<file path="config.mk">
export PLATFORM = sky130hd
export DESIGN_NAME = flash_unlock_and_address_regs
export DESIGN_NICKNAME = d
export VERILOG_FILES = /design/src/logic/flash_unlock_pkg.sv /design/src/logic/unlock_sequencer.sv /design/src/logic/flash_target_decode.sv /design/src/logic/flash_unlock_and_address_regs.sv
export VERILOG_INCLUDE_DIRS = /design/src /design/src/logic
export SDC_FILE = /design/constraint.sdc
export NUM_CORES = 1
export LEC_CHECK = 0
export BUFFER_PORTS_ARGS = -buffer_cell sky130_fd_sc_hd__buf_2
export CAP_MARGIN = 20
export CORE_UTILIZATION = 55
export DETAILED_ROUTE_END_ITERATION = 8
export PLACE_DENSITY = 0.87
export SLEW_MARGIN = 20
export SYNTH_ARGS = -nofsm -noshare
export SYNTH_HDL_FRONTEND = slang
export SYNTH_SLANG_ARGS = --single-unit
</file>
<file path="constraint.sdc">
create_clock -name clk -period 4.7 [get_ports clk]
set_input_delay 0.94 -clock clk [delete_from_list [all_inputs] [get_ports clk]]
set_output_delay 0.94 -clock clk [all_outputs]
set_load 0.1 [all_outputs]
</file>
<file path="src/logic/flash_unlock_map.svh">
// Function
// - Key register writable, always reads zero
// - Key writes form the flash unlock sequence
// - Bulk erase ignores the target address
// - Page erase uses address to pick page
// - Row program uses address to pick row
// - Word program uses address to pick word
`ifndef FLASH_UNLOCK_MAP_SVH
`define FLASH_UNLOCK_MAP_SVH

// ----------------------------------------------------------------
// Register offsets (byte addresses, one word each)
// ----------------------------------------------------------------
`define FLU_KEY_OFFSET    8'h00
`define FLU_ADDR_OFFSET   8'h04
`define FLU_CTRL_OFFSET   8'h08
`define FLU_STAT_OFFSET   8'h0c

// ----------------------------------------------------------------
// Reset values
// ----------------------------------------------------------------
`define FLU_ADDR_RESET    32'h0000_0000
`define FLU_OP_RESET      2'h0

// ----------------------------------------------------------------
// Field positions
// ----------------------------------------------------------------
`define FLU_CTRL_OP_LSB   0
`define FLU_CTRL_START    4
`define FLU_STAT_BUSY     0
`define FLU_STAT_ARMED    1
`define FLU_STAT_DONE     2
`define FLU_STAT_REFUSED  3

// ----------------------------------------------------------------
// Unlock key values, written back to back
// ----------------------------------------------------------------
`define FLU_KEY_FIRST     32'haa99_6655
`define FLU_KEY_SECOND    32'h5566_99aa

`endif

</file>
<file path="src/logic/flash_unlock_pkg.sv">
package flash_unlock_pkg;

    // Operation selected in the control register
    typedef enum logic [1:0] {
        OP_WORD_PROGRAM = 2'h0,
        OP_ROW_PROGRAM  = 2'h1,
        OP_PAGE_ERASE   = 2'h2,
        OP_BULK_ERASE   = 2'h3
    } flash_op_e;

    // Operation sequencer states, Gray along idle-issue-wait
    typedef enum logic [1:0] {
        SEQ_IDLE  = 2'h0,
        SEQ_ISSUE = 2'h1,
        SEQ_WAIT  = 2'h3
    } seq_state_e;

    // Unlock progress states, Gray along locked-half-armed
    typedef enum logic [1:0] {
        KEY_LOCKED = 2'h0,
        KEY_HALF   = 2'h1,
        KEY_ARMED  = 2'h3
    } key_state_e;

    // Clear the low bits of an address to a block boundary
    function automatic logic [31:0] alignDown(
        input logic [31:0] addr,
        input int unsigned blockBytes
    );
        logic [31:0] mask;
        mask = ~(blockBytes[31:0] - 32'h1);
        return addr & mask;
    endfunction : alignDown

endpackage : flash_unlock_pkg

</file>
<file path="src/logic/unlock_sequencer.sv">
`timescale 1ns/1ps
`include "flash_unlock_map.svh"
module unlock_sequencer
    import flash_unlock_pkg::*;
(
    input  wire logic        clk,
    input  wire logic        reset,
    input  wire logic        keyWrite,
    input  wire logic [31:0] keyData,
    input  wire logic        otherWrite,
    input  wire logic        startAttempt,
    output logic             armed
);

    key_state_e keyState_reg;  // Unlock progress
    key_state_e keyState_next; // Next unlock progress

    // ------------------------------------------------------------
    // Next state of the unlock sequence
    // ------------------------------------------------------------
    always_comb begin
        keyState_next = keyState_reg;
        if (startAttempt) begin
            keyState_next = KEY_LOCKED;
        end else if (otherWrite) begin
            // Any other write breaks the sequence
            keyState_next = KEY_LOCKED;
        end else if (keyWrite) begin
            case (keyState_reg)
                KEY_LOCKED: begin
                    if (keyData == `FLU_KEY_FIRST) begin
                        keyState_next = KEY_HALF;
                    end
                end
                KEY_HALF: begin
                    if (keyData == `FLU_KEY_SECOND) begin
                        keyState_next = KEY_ARMED;
                    end else if (keyData == `FLU_KEY_FIRST) begin
                        keyState_next = KEY_HALF;
                    end else begin
                        keyState_next = KEY_LOCKED;
                    end
                end
                default: begin
                    // A further key write restarts the sequence
                    if (keyData == `FLU_KEY_FIRST) begin
                        keyState_next = KEY_HALF;
                    end else begin
                        keyState_next = KEY_LOCKED;
                    end
                end
            endcase
        end
    end

    // ------------------------------------------------------------
    // State register
    // ------------------------------------------------------------
    always_ff @(posedge clk) begin
        if (reset) begin
            keyState_reg <= KEY_LOCKED;
        end else begin
            keyState_reg <= keyState_next;
        end
    end

    // Armed only after both keys in order
    assign armed = (keyState_reg == KEY_ARMED);

endmodule : unlock_sequencer

</file>
<file path="src/logic/flash_target_decode.sv">
`timescale 1ns/1ps
module flash_target_decode
    import flash_unlock_pkg::*;
#(
    parameter int unsigned PAGE_BYTES = 4096,
    parameter int unsigned ROW_BYTES  = 512,
    parameter int unsigned WORD_BYTES = 4
) (
    input  wire logic [1:0]  op,
    input  wire logic [31:0] target,
    output logic      [31:0] flashAddr
);

    // ------------------------------------------------------------
    // Elaboration checks on block sizes
    // ------------------------------------------------------------
    if ((PAGE_BYTES & (PAGE_BYTES - 1)) != 0 || PAGE_BYTES == 0) begin
        $error("PAGE_BYTES must be a power of two");
    end
    if ((ROW_BYTES & (ROW_BYTES - 1)) != 0 || ROW_BYTES > PAGE_BYTES) begin
        $error("ROW_BYTES must be a power of two within a page");
    end
    if ((WORD_BYTES & (WORD_BYTES - 1)) != 0 || WORD_BYTES == 0
        || WORD_BYTES > ROW_BYTES) begin
        $error("WORD_BYTES must be a power of two within a row");
    end

    // ------------------------------------------------------------
    // Address handed to the array for each operation
    // ------------------------------------------------------------
    always_comb begin
        case (flash_op_e'(op))
            OP_PAGE_ERASE: begin
                flashAddr = alignDown(target, PAGE_BYTES);
            end
            OP_ROW_PROGRAM: begin
                flashAddr = alignDown(target, ROW_BYTES);
            end
            OP_WORD_PROGRAM: begin
                flashAddr = alignDown(target, WORD_BYTES);
            end
            default: begin
                // Whole array: target is not looked at
                flashAddr = 32'h0000_0000;
            end
        endcase
    end

endmodule : flash_target_decode

</file>
<file path="src/logic/flash_unlock_and_address_regs.sv">
`timescale 1ns/1ps
`include "flash_unlock_map.svh"
module flash_unlock_and_address_regs
    import flash_unlock_pkg::*;
#(
    parameter int unsigned PAGE_BYTES = 4096,
    parameter int unsigned ROW_BYTES  = 512,
    parameter int unsigned WORD_BYTES = 4
) (
    input  wire logic        clk,
    input  wire logic        reset,
    input  wire logic [7:0]  regAddr,
    input  wire logic [31:0] regWdata,
    input  wire logic        regWrite,
    input  wire logic        regRead,
    output logic      [31:0] regRdata,
    output logic             flashStart,
    output logic      [1:0]  flashOp,
    output logic      [31:0] flashAddr,
    input  wire logic        flashDone
);

    // ------------------------------------------------------------
    // Declarations
    // ------------------------------------------------------------
    logic [31:0] target_reg;     // Target address register
    logic [1:0]  op_reg;         // Selected operation
    logic        done_reg;       // Sticky: operation finished
    logic        refused_reg;    // Sticky: start was refused
    logic [31:0] rdata_reg;      // Read data, one cycle late
    logic [1:0]  flashOp_reg;    // Operation held for the array
    logic [31:0] flashAddr_reg;  // Address held for the array
    seq_state_e  state_reg;      // Operation sequencer state
    seq_state_e  state_next;     // Next sequencer state

    logic        keyWrite;       // Write to the key register
    logic        addrWrite;      // Write to the target address
    logic        ctrlWrite;      // Write to the control register
    logic        statWrite;      // Write to the status register
    logic        otherWrite;     // Write other than the key or a start
    logic        startAttempt;   // Control write with start set
    logic        armed;          // Unlock sequence complete
    logic        busy;           // Operation in progress
    logic        startOk;        // Start accepted this cycle
    logic        refuseNow;      // Start refused this cycle
    logic        doneNow;        // Array reports completion
    logic [31:0] decodedAddr;    // Address chosen for the op
    logic [31:0] readMux;        // Read data before the flop

    // ------------------------------------------------------------
    // Write decode
    // ------------------------------------------------------------
    always_comb begin
        keyWrite  = 1'b0;
        addrWrite = 1'b0;
        ctrlWrite = 1'b0;
        statWrite = 1'b0;
        if (!regWrite) begin
            // No write this cycle
        end else if (regAddr == `FLU_KEY_OFFSET) begin
            keyWrite = 1'b1;
        end else if (regAddr == `FLU_ADDR_OFFSET) begin
            addrWrite = 1'b1;
        end else if (regAddr == `FLU_CTRL_OFFSET) begin
            ctrlWrite = 1'b1;
        end else if (regAddr == `FLU_STAT_OFFSET) begin
            statWrite = 1'b1;
        end else begin
            // Unmapped write: dropped
        end
    end

    // Start request carried by a control write
    assign startAttempt = ctrlWrite && regWdata[`FLU_CTRL_START];

    // Writes that break an unlock in progress
    assign otherWrite = regWrite && !keyWrite && !startAttempt;

    // ------------------------------------------------------------
    // Unlock sequence tracker
    // ------------------------------------------------------------
    unlock_sequencer u_unlock (
        .clk          (clk),
        .reset        (reset),
        .keyWrite     (keyWrite),
        .keyData      (regWdata),
        .otherWrite   (otherWrite),
        .startAttempt (startAttempt),
        .armed        (armed)
    );

    // ------------------------------------------------------------
    // Start acceptance
    // ------------------------------------------------------------
    assign busy      = (state_reg != SEQ_IDLE);
    assign startOk   = startAttempt && armed && !busy;
    assign refuseNow = startAttempt && !startOk;
    assign doneNow   = (state_reg == SEQ_WAIT) && flashDone;

    // ------------------------------------------------------------
    // Target address register
    // ------------------------------------------------------------
    always_ff @(posedge clk) begin
        if (reset) begin
            target_reg <= `FLU_ADDR_RESET;
        end else if (addrWrite && !busy) begin
            // Held steady while an operation runs
            target_reg <= regWdata;
        end
    end

    // ------------------------------------------------------------
    // Operation select in the control register
    // ------------------------------------------------------------
    always_ff @(posedge clk) begin
        if (reset) begin
            op_reg <= `FLU_OP_RESET;
        end else if (ctrlWrite && !busy) begin
            op_reg <= regWdata[`FLU_CTRL_OP_LSB +: 2];
        end
    end

    // ------------------------------------------------------------
    // Address decode per operation
    // ------------------------------------------------------------
    flash_target_decode #(
        .PAGE_BYTES (PAGE_BYTES),
        .ROW_BYTES  (ROW_BYTES),
        .WORD_BYTES (WORD_BYTES)
    ) u_decode (
        .op        (ctrlWrite ? regWdata[`FLU_CTRL_OP_LSB +: 2]
                              : op_reg),
        .target    (target_reg),
        .flashAddr (decodedAddr)
    );

    // ------------------------------------------------------------
    // Operation sequencer next state
    // ------------------------------------------------------------
    always_comb begin
        state_next = state_reg;
        case (state_reg)
            SEQ_IDLE: begin
                if (startOk) begin
                    state_next = SEQ_ISSUE;
                end
            end
            SEQ_ISSUE: begin
                // One cycle of start toward the array
                state_next = SEQ_WAIT;
            end
            SEQ_WAIT: begin
                if (flashDone) begin
                    state_next = SEQ_IDLE;
                end
            end
            default: begin
                state_next = SEQ_IDLE;
            end
        endcase
    end

    // ------------------------------------------------------------
    // Operation sequencer state register
    // ------------------------------------------------------------
    always_ff @(posedge clk) begin
        if (reset) begin
            state_reg <= SEQ_IDLE;
        end else begin
            state_reg <= state_next;
        end
    end

    // ------------------------------------------------------------
    // Operation and address captured at an accepted start
    // ------------------------------------------------------------
    always_ff @(posedge clk) begin
        if (reset) begin
            flashOp_reg   <= `FLU_OP_RESET;
            flashAddr_reg <= `FLU_ADDR_RESET;
        end else if (startOk) begin
            flashOp_reg   <= ctrlWrite ? regWdata[`FLU_CTRL_OP_LSB +: 2]
                                       : op_reg;
            flashAddr_reg <= decodedAddr;
        end
    end

    // ------------------------------------------------------------
    // Sticky completion flag, set wins over clear
    // ------------------------------------------------------------
    always_ff @(posedge clk) begin
        if (reset) begin
            done_reg <= 1'b0;
        end else if (doneNow) begin
            done_reg <= 1'b1;
        end else if (statWrite && regWdata[`FLU_STAT_DONE]) begin
            done_reg <= 1'b0;
        end
    end

    // ------------------------------------------------------------
    // Sticky refusal flag, set wins over clear
    // ------------------------------------------------------------
    always_ff @(posedge clk) begin
        if (reset) begin
            refused_reg <= 1'b0;
        end else if (refuseNow) begin
            refused_reg <= 1'b1;
        end else if (statWrite && regWdata[`FLU_STAT_REFUSED]) begin
            refused_reg <= 1'b0;
        end
    end

    // ------------------------------------------------------------
    // Read data select
    // ------------------------------------------------------------
    always_comb begin
        readMux = 32'h0000_0000;
        if (regAddr == `FLU_KEY_OFFSET) begin
            // Key contents never leave the block
            readMux = 32'h0000_0000;
        end else if (regAddr == `FLU_ADDR_OFFSET) begin
            readMux = target_reg;
        end else if (regAddr == `FLU_CTRL_OFFSET) begin
            readMux[`FLU_CTRL_OP_LSB +: 2] = op_reg;
        end else if (regAddr == `FLU_STAT_OFFSET) begin
            readMux[`FLU_STAT_BUSY]    = busy;
            readMux[`FLU_STAT_ARMED]   = armed;
            readMux[`FLU_STAT_DONE]    = done_reg;
            readMux[`FLU_STAT_REFUSED] = refused_reg;
        end else begin
            // Unmapped: reads zero
            readMux = 32'h0000_0000;
        end
    end

    // ------------------------------------------------------------
    // Read data register, valid the cycle after the strobe
    // ------------------------------------------------------------
    always_ff @(posedge clk) begin
        if (reset) begin
            rdata_reg <= 32'h0000_0000;
        end else if (regRead) begin
            rdata_reg <= readMux;
        end else begin
            rdata_reg <= 32'h0000_0000;
        end
    end

    // ------------------------------------------------------------
    // Outputs
    // ------------------------------------------------------------
    assign regRdata   = rdata_reg;
    assign flashStart = (state_reg == SEQ_ISSUE);
    assign flashOp    = flashOp_reg;
    assign flashAddr  = flashAddr_reg;

endmodule : flash_unlock_and_address_regs

</file>
==> run_results.csv <==
group,metric,value,unit
status,outcome,"complete, no violations",
critical_path,crit_fanout,20,
clocking,cts_hold_buffers,0,
synthesis,synth_edf_count,0,
final_layout,design_area,0.00461,mm^2
clocking,numCtsBuffers,9,
clocking,cts_tree,"done",
global_route,groute.usage.overall,25.9,%
final_layout,nNetsFinal,579,
timing,fin_crit,2.75,ns
synthesis,syn_area_per_cell,8.74,um^2
final_layout,num-fill-cells,538,
timing,slew_viol_final,0,
timing,worst_pin_slew,0.878,ns
pwr,p_sw,334,uW
place,dp.cells,619,
clocking,cts.clk_slew.worst_paths,0.09,ns
die,core_area,0.00679,mm^2
place,placed_area,0.00441,mm^2
detailed_routing,wl_met1,3.91,mm
clocking,clockRootBuffer,"clkbuf_8",
synthesis,synthTopCellsByCount,"104 x dfxtp_1, 101 x nand2_1, 50 x a21oi_1, 36 x nand3_1, 30 x and2_1",
pwr,irDropWorstVdd,152,uV
synthesis,yosysTopAreaCellShare,53.9,%
detailed_routing,viasPerCell,5.37,
place,dpl.hpwl,6.32,mm
critical_path,crit_arrival,2.97,ns
clocking,cts_max_level,3,
pwr,p_clk_share,37.1,%
synthesis,ys.flop_type,"dfxtp_1",
timing,fin_setup_tns,0,ns
timing,slew_headroom,41.4,%
final_layout,multi_input_area,0.00163,mm^2
synthesis,ys_seq_area_share,53.9,%
die,io_pins,112,
critical_path,cp_data_required_time,4.92,ns
synthesis,synth_area,0.00386,mm^2
critical_path,critPathKind,"input port to flip-flop",
timing,grt_setup_unrepaired,"no",
pwr,leakagePower,0.00198,uW
detailed_routing,via_count,3413,
timing,fmax,0.363,GHz
final_layout,syn_to_final_growth,19.4,%
die,initial_core_util,56.9,%
synthesis,ys_ff_latch,104,
pwr,swShare,22.0,%
pwr,power,1520,uW
place,io_buffers,109,
die,die_height,85.8,um
die,rows,30,
final_layout,antennaDiodeCount,0,
detailed_routing,first_pass_iters,4,
clocking,post_cts_resize_count,0,
pwr,p_seq_share,58.1,%
clocking,post_cts_buffers,0,
job,drv_cap,0,
detailed_routing,ant_nets,0,
synthesis,ys_warn_count,0,
synthesis,synth.distinct_cells,34,
clocking,cts_num_sinks,104,
pwr,p_per_area,329,mW/mm^2
detailed_routing,drtIter0Drc,236,
timing,post-route-period-util,58.6,%
synthesis,yosys.area.top_type,"dfxtp_1",
critical_path,endpoint_kind,"flip-flop",
global_route,grt_pass1_vias,3238,
timing,hold_viol,0,
final_layout,seq_area,0.00208,mm^2
pwr,p_comb_share,4.8,%
global_route,grt-ovfl-total,0,
final_layout,drive_gt1_share,24.9,%
clocking,clk_path_buf_depth,2,
detailed_routing,top_layer_used,"met4",
die,die_x,85.8,um
critical_path,start_kind,"input port",
detailed_routing,wl_met3,548,um
detailed_routing,met2WireLength,4.59,mm
global_route,antenna_found_initial,0,
detailed_routing,wl,9.28,mm
timing,setup_viol,0,
synthesis,synth.top_cells.by_area,"dfxtp_1 54%, nand2_1 9.8%, a21oi_1 6.5%",
detailed_routing,routedWlPerCell,14.6,um
synthesis,async_reset_ff_share,0,%
timing,worst_hold_slack,0.462,ns
die,dieArea,0.00737,mm^2
place,gp_congestion,0.879,
synthesis,synth.most_common_cell,"dfxtp_1",
final_layout,fin_cells,635,
detailed_routing,drc,0,
synthesis,synth_cells,442,
global_route,grt_start_max_net_pins,75,
clocking,clk_latency,0.36,ns
timing,skew,0.00766,ns
worst_hold_path,worstHoldPathType,"flip-flop to flip-flop",
pwr,intPower,1180,uW
global_route,grt_pass1_wl,15.0,mm
-- worst paths after layout --
path | end | startpoint | slack (ns) | cells past startpoint
worst min-delay path | flashAddr[8]$_SDFFE_PP0P_ | flashAddr[8]$_SDFFE_PP0P_ | 0.46 | 2
worst max register to register | refused_reg$_SDFFE_PP0P_ | state_reg[1]$_SDFFE_PP0P_ | 2.45 | 5
worst max-delay path | refused_reg$_SDFFE_PP0P_ | regAddr[1] | 1.95 | 7
worst min register to register | flashAddr[8]$_SDFFE_PP0P_ | flashAddr[8]$_SDFFE_PP0P_ | 0.46 | 2
-- cell usage in the layout, fill, tap and decap left out, types with 3 or more instances in the layout --
| cell type | synthesis | routed |
|---|---|---|
| nand4_1 | 6 | 6 |
| dfxtp_1 | 104 | 104 |
| inv_1 | 3 | 3 |
| nand3b_1 | 25 | 25 |
| o21ai_0 | 3 | 3 |
| clkbuf_8 | 0 | 11 |
| nor4bb_1 | 8 | 8 |
| buf_2 | 5 | 109 |
| nor2b_1 | 3 | 3 |
| nand2_1 | 101 | 101 |
| nand3_1 | 36 | 35 |
| nor2_1 | 14 | 14 |
| and2_1 | 30 | 30 |
| a21oi_1 | 50 | 50 |
| buf_4 | 6 | 3 |
-- final cells by class --
type	instances	share of cell area, %
clock buffers	12	3.36
multi-input cells	304	35.2
clock inverters	4	1.11
well taps	96	2.60
inverters	3	0.244
flip-flops and latches	104	45.1
repair buffers	112	12.3
-- logic make-up after synthesis --
family	count (synthesis)	share of synthesized area (%)
buf+inv	35	4.34
mux	3	0.809
simple gates	239	32.6
compound gates	60	8.29
flops	104	53.9
other cells	1	0.0970
-- per-layer routing --
metal | vias up | track usage (%)
met3 | 26 | 5.68
met4 | 0 | 11.5
met5 | - | 0
met1 | 1580 | 32.3
li1 | 1665 | -
met2 | 142 | 43.3
-- metrics by stage --
stage | utilization (%) | setup slack (ns)
after floorplan | - | 2.13
after global placement | 64.8 | 1.65
after detailed placement | 64.8 | 1.50
after CTS | 67.9 | 1.86
after global routing | 67.9 | 1.77
final | 67.9 | 1.95
-- worst max-delay path: stages --
cell and delay, ns:
buf_2 0.11, nor4_4 0.32, and4_1 0.35, nand4_1 0.60
buf_4 0.47, nand3_1 0.11, a21oi_1 0.07
-- power by group through the flow --
| stage | clock network [uW] | registers [uW] | logic [uW] |
|---|---|---|---|
| after floorplan | 0 | 902 | 36.5 |
| after global placement | 0 | 902 | 70.3 |
| after detailed placement | 0 | 902 | 71.2 |
| after CTS | 568 | 881 | 71.8 |
| after global routing | 607 | 881 | 77.3 |
| final | 563 | 881 | 73.2 |
Power figures use the tool's default switching activity.
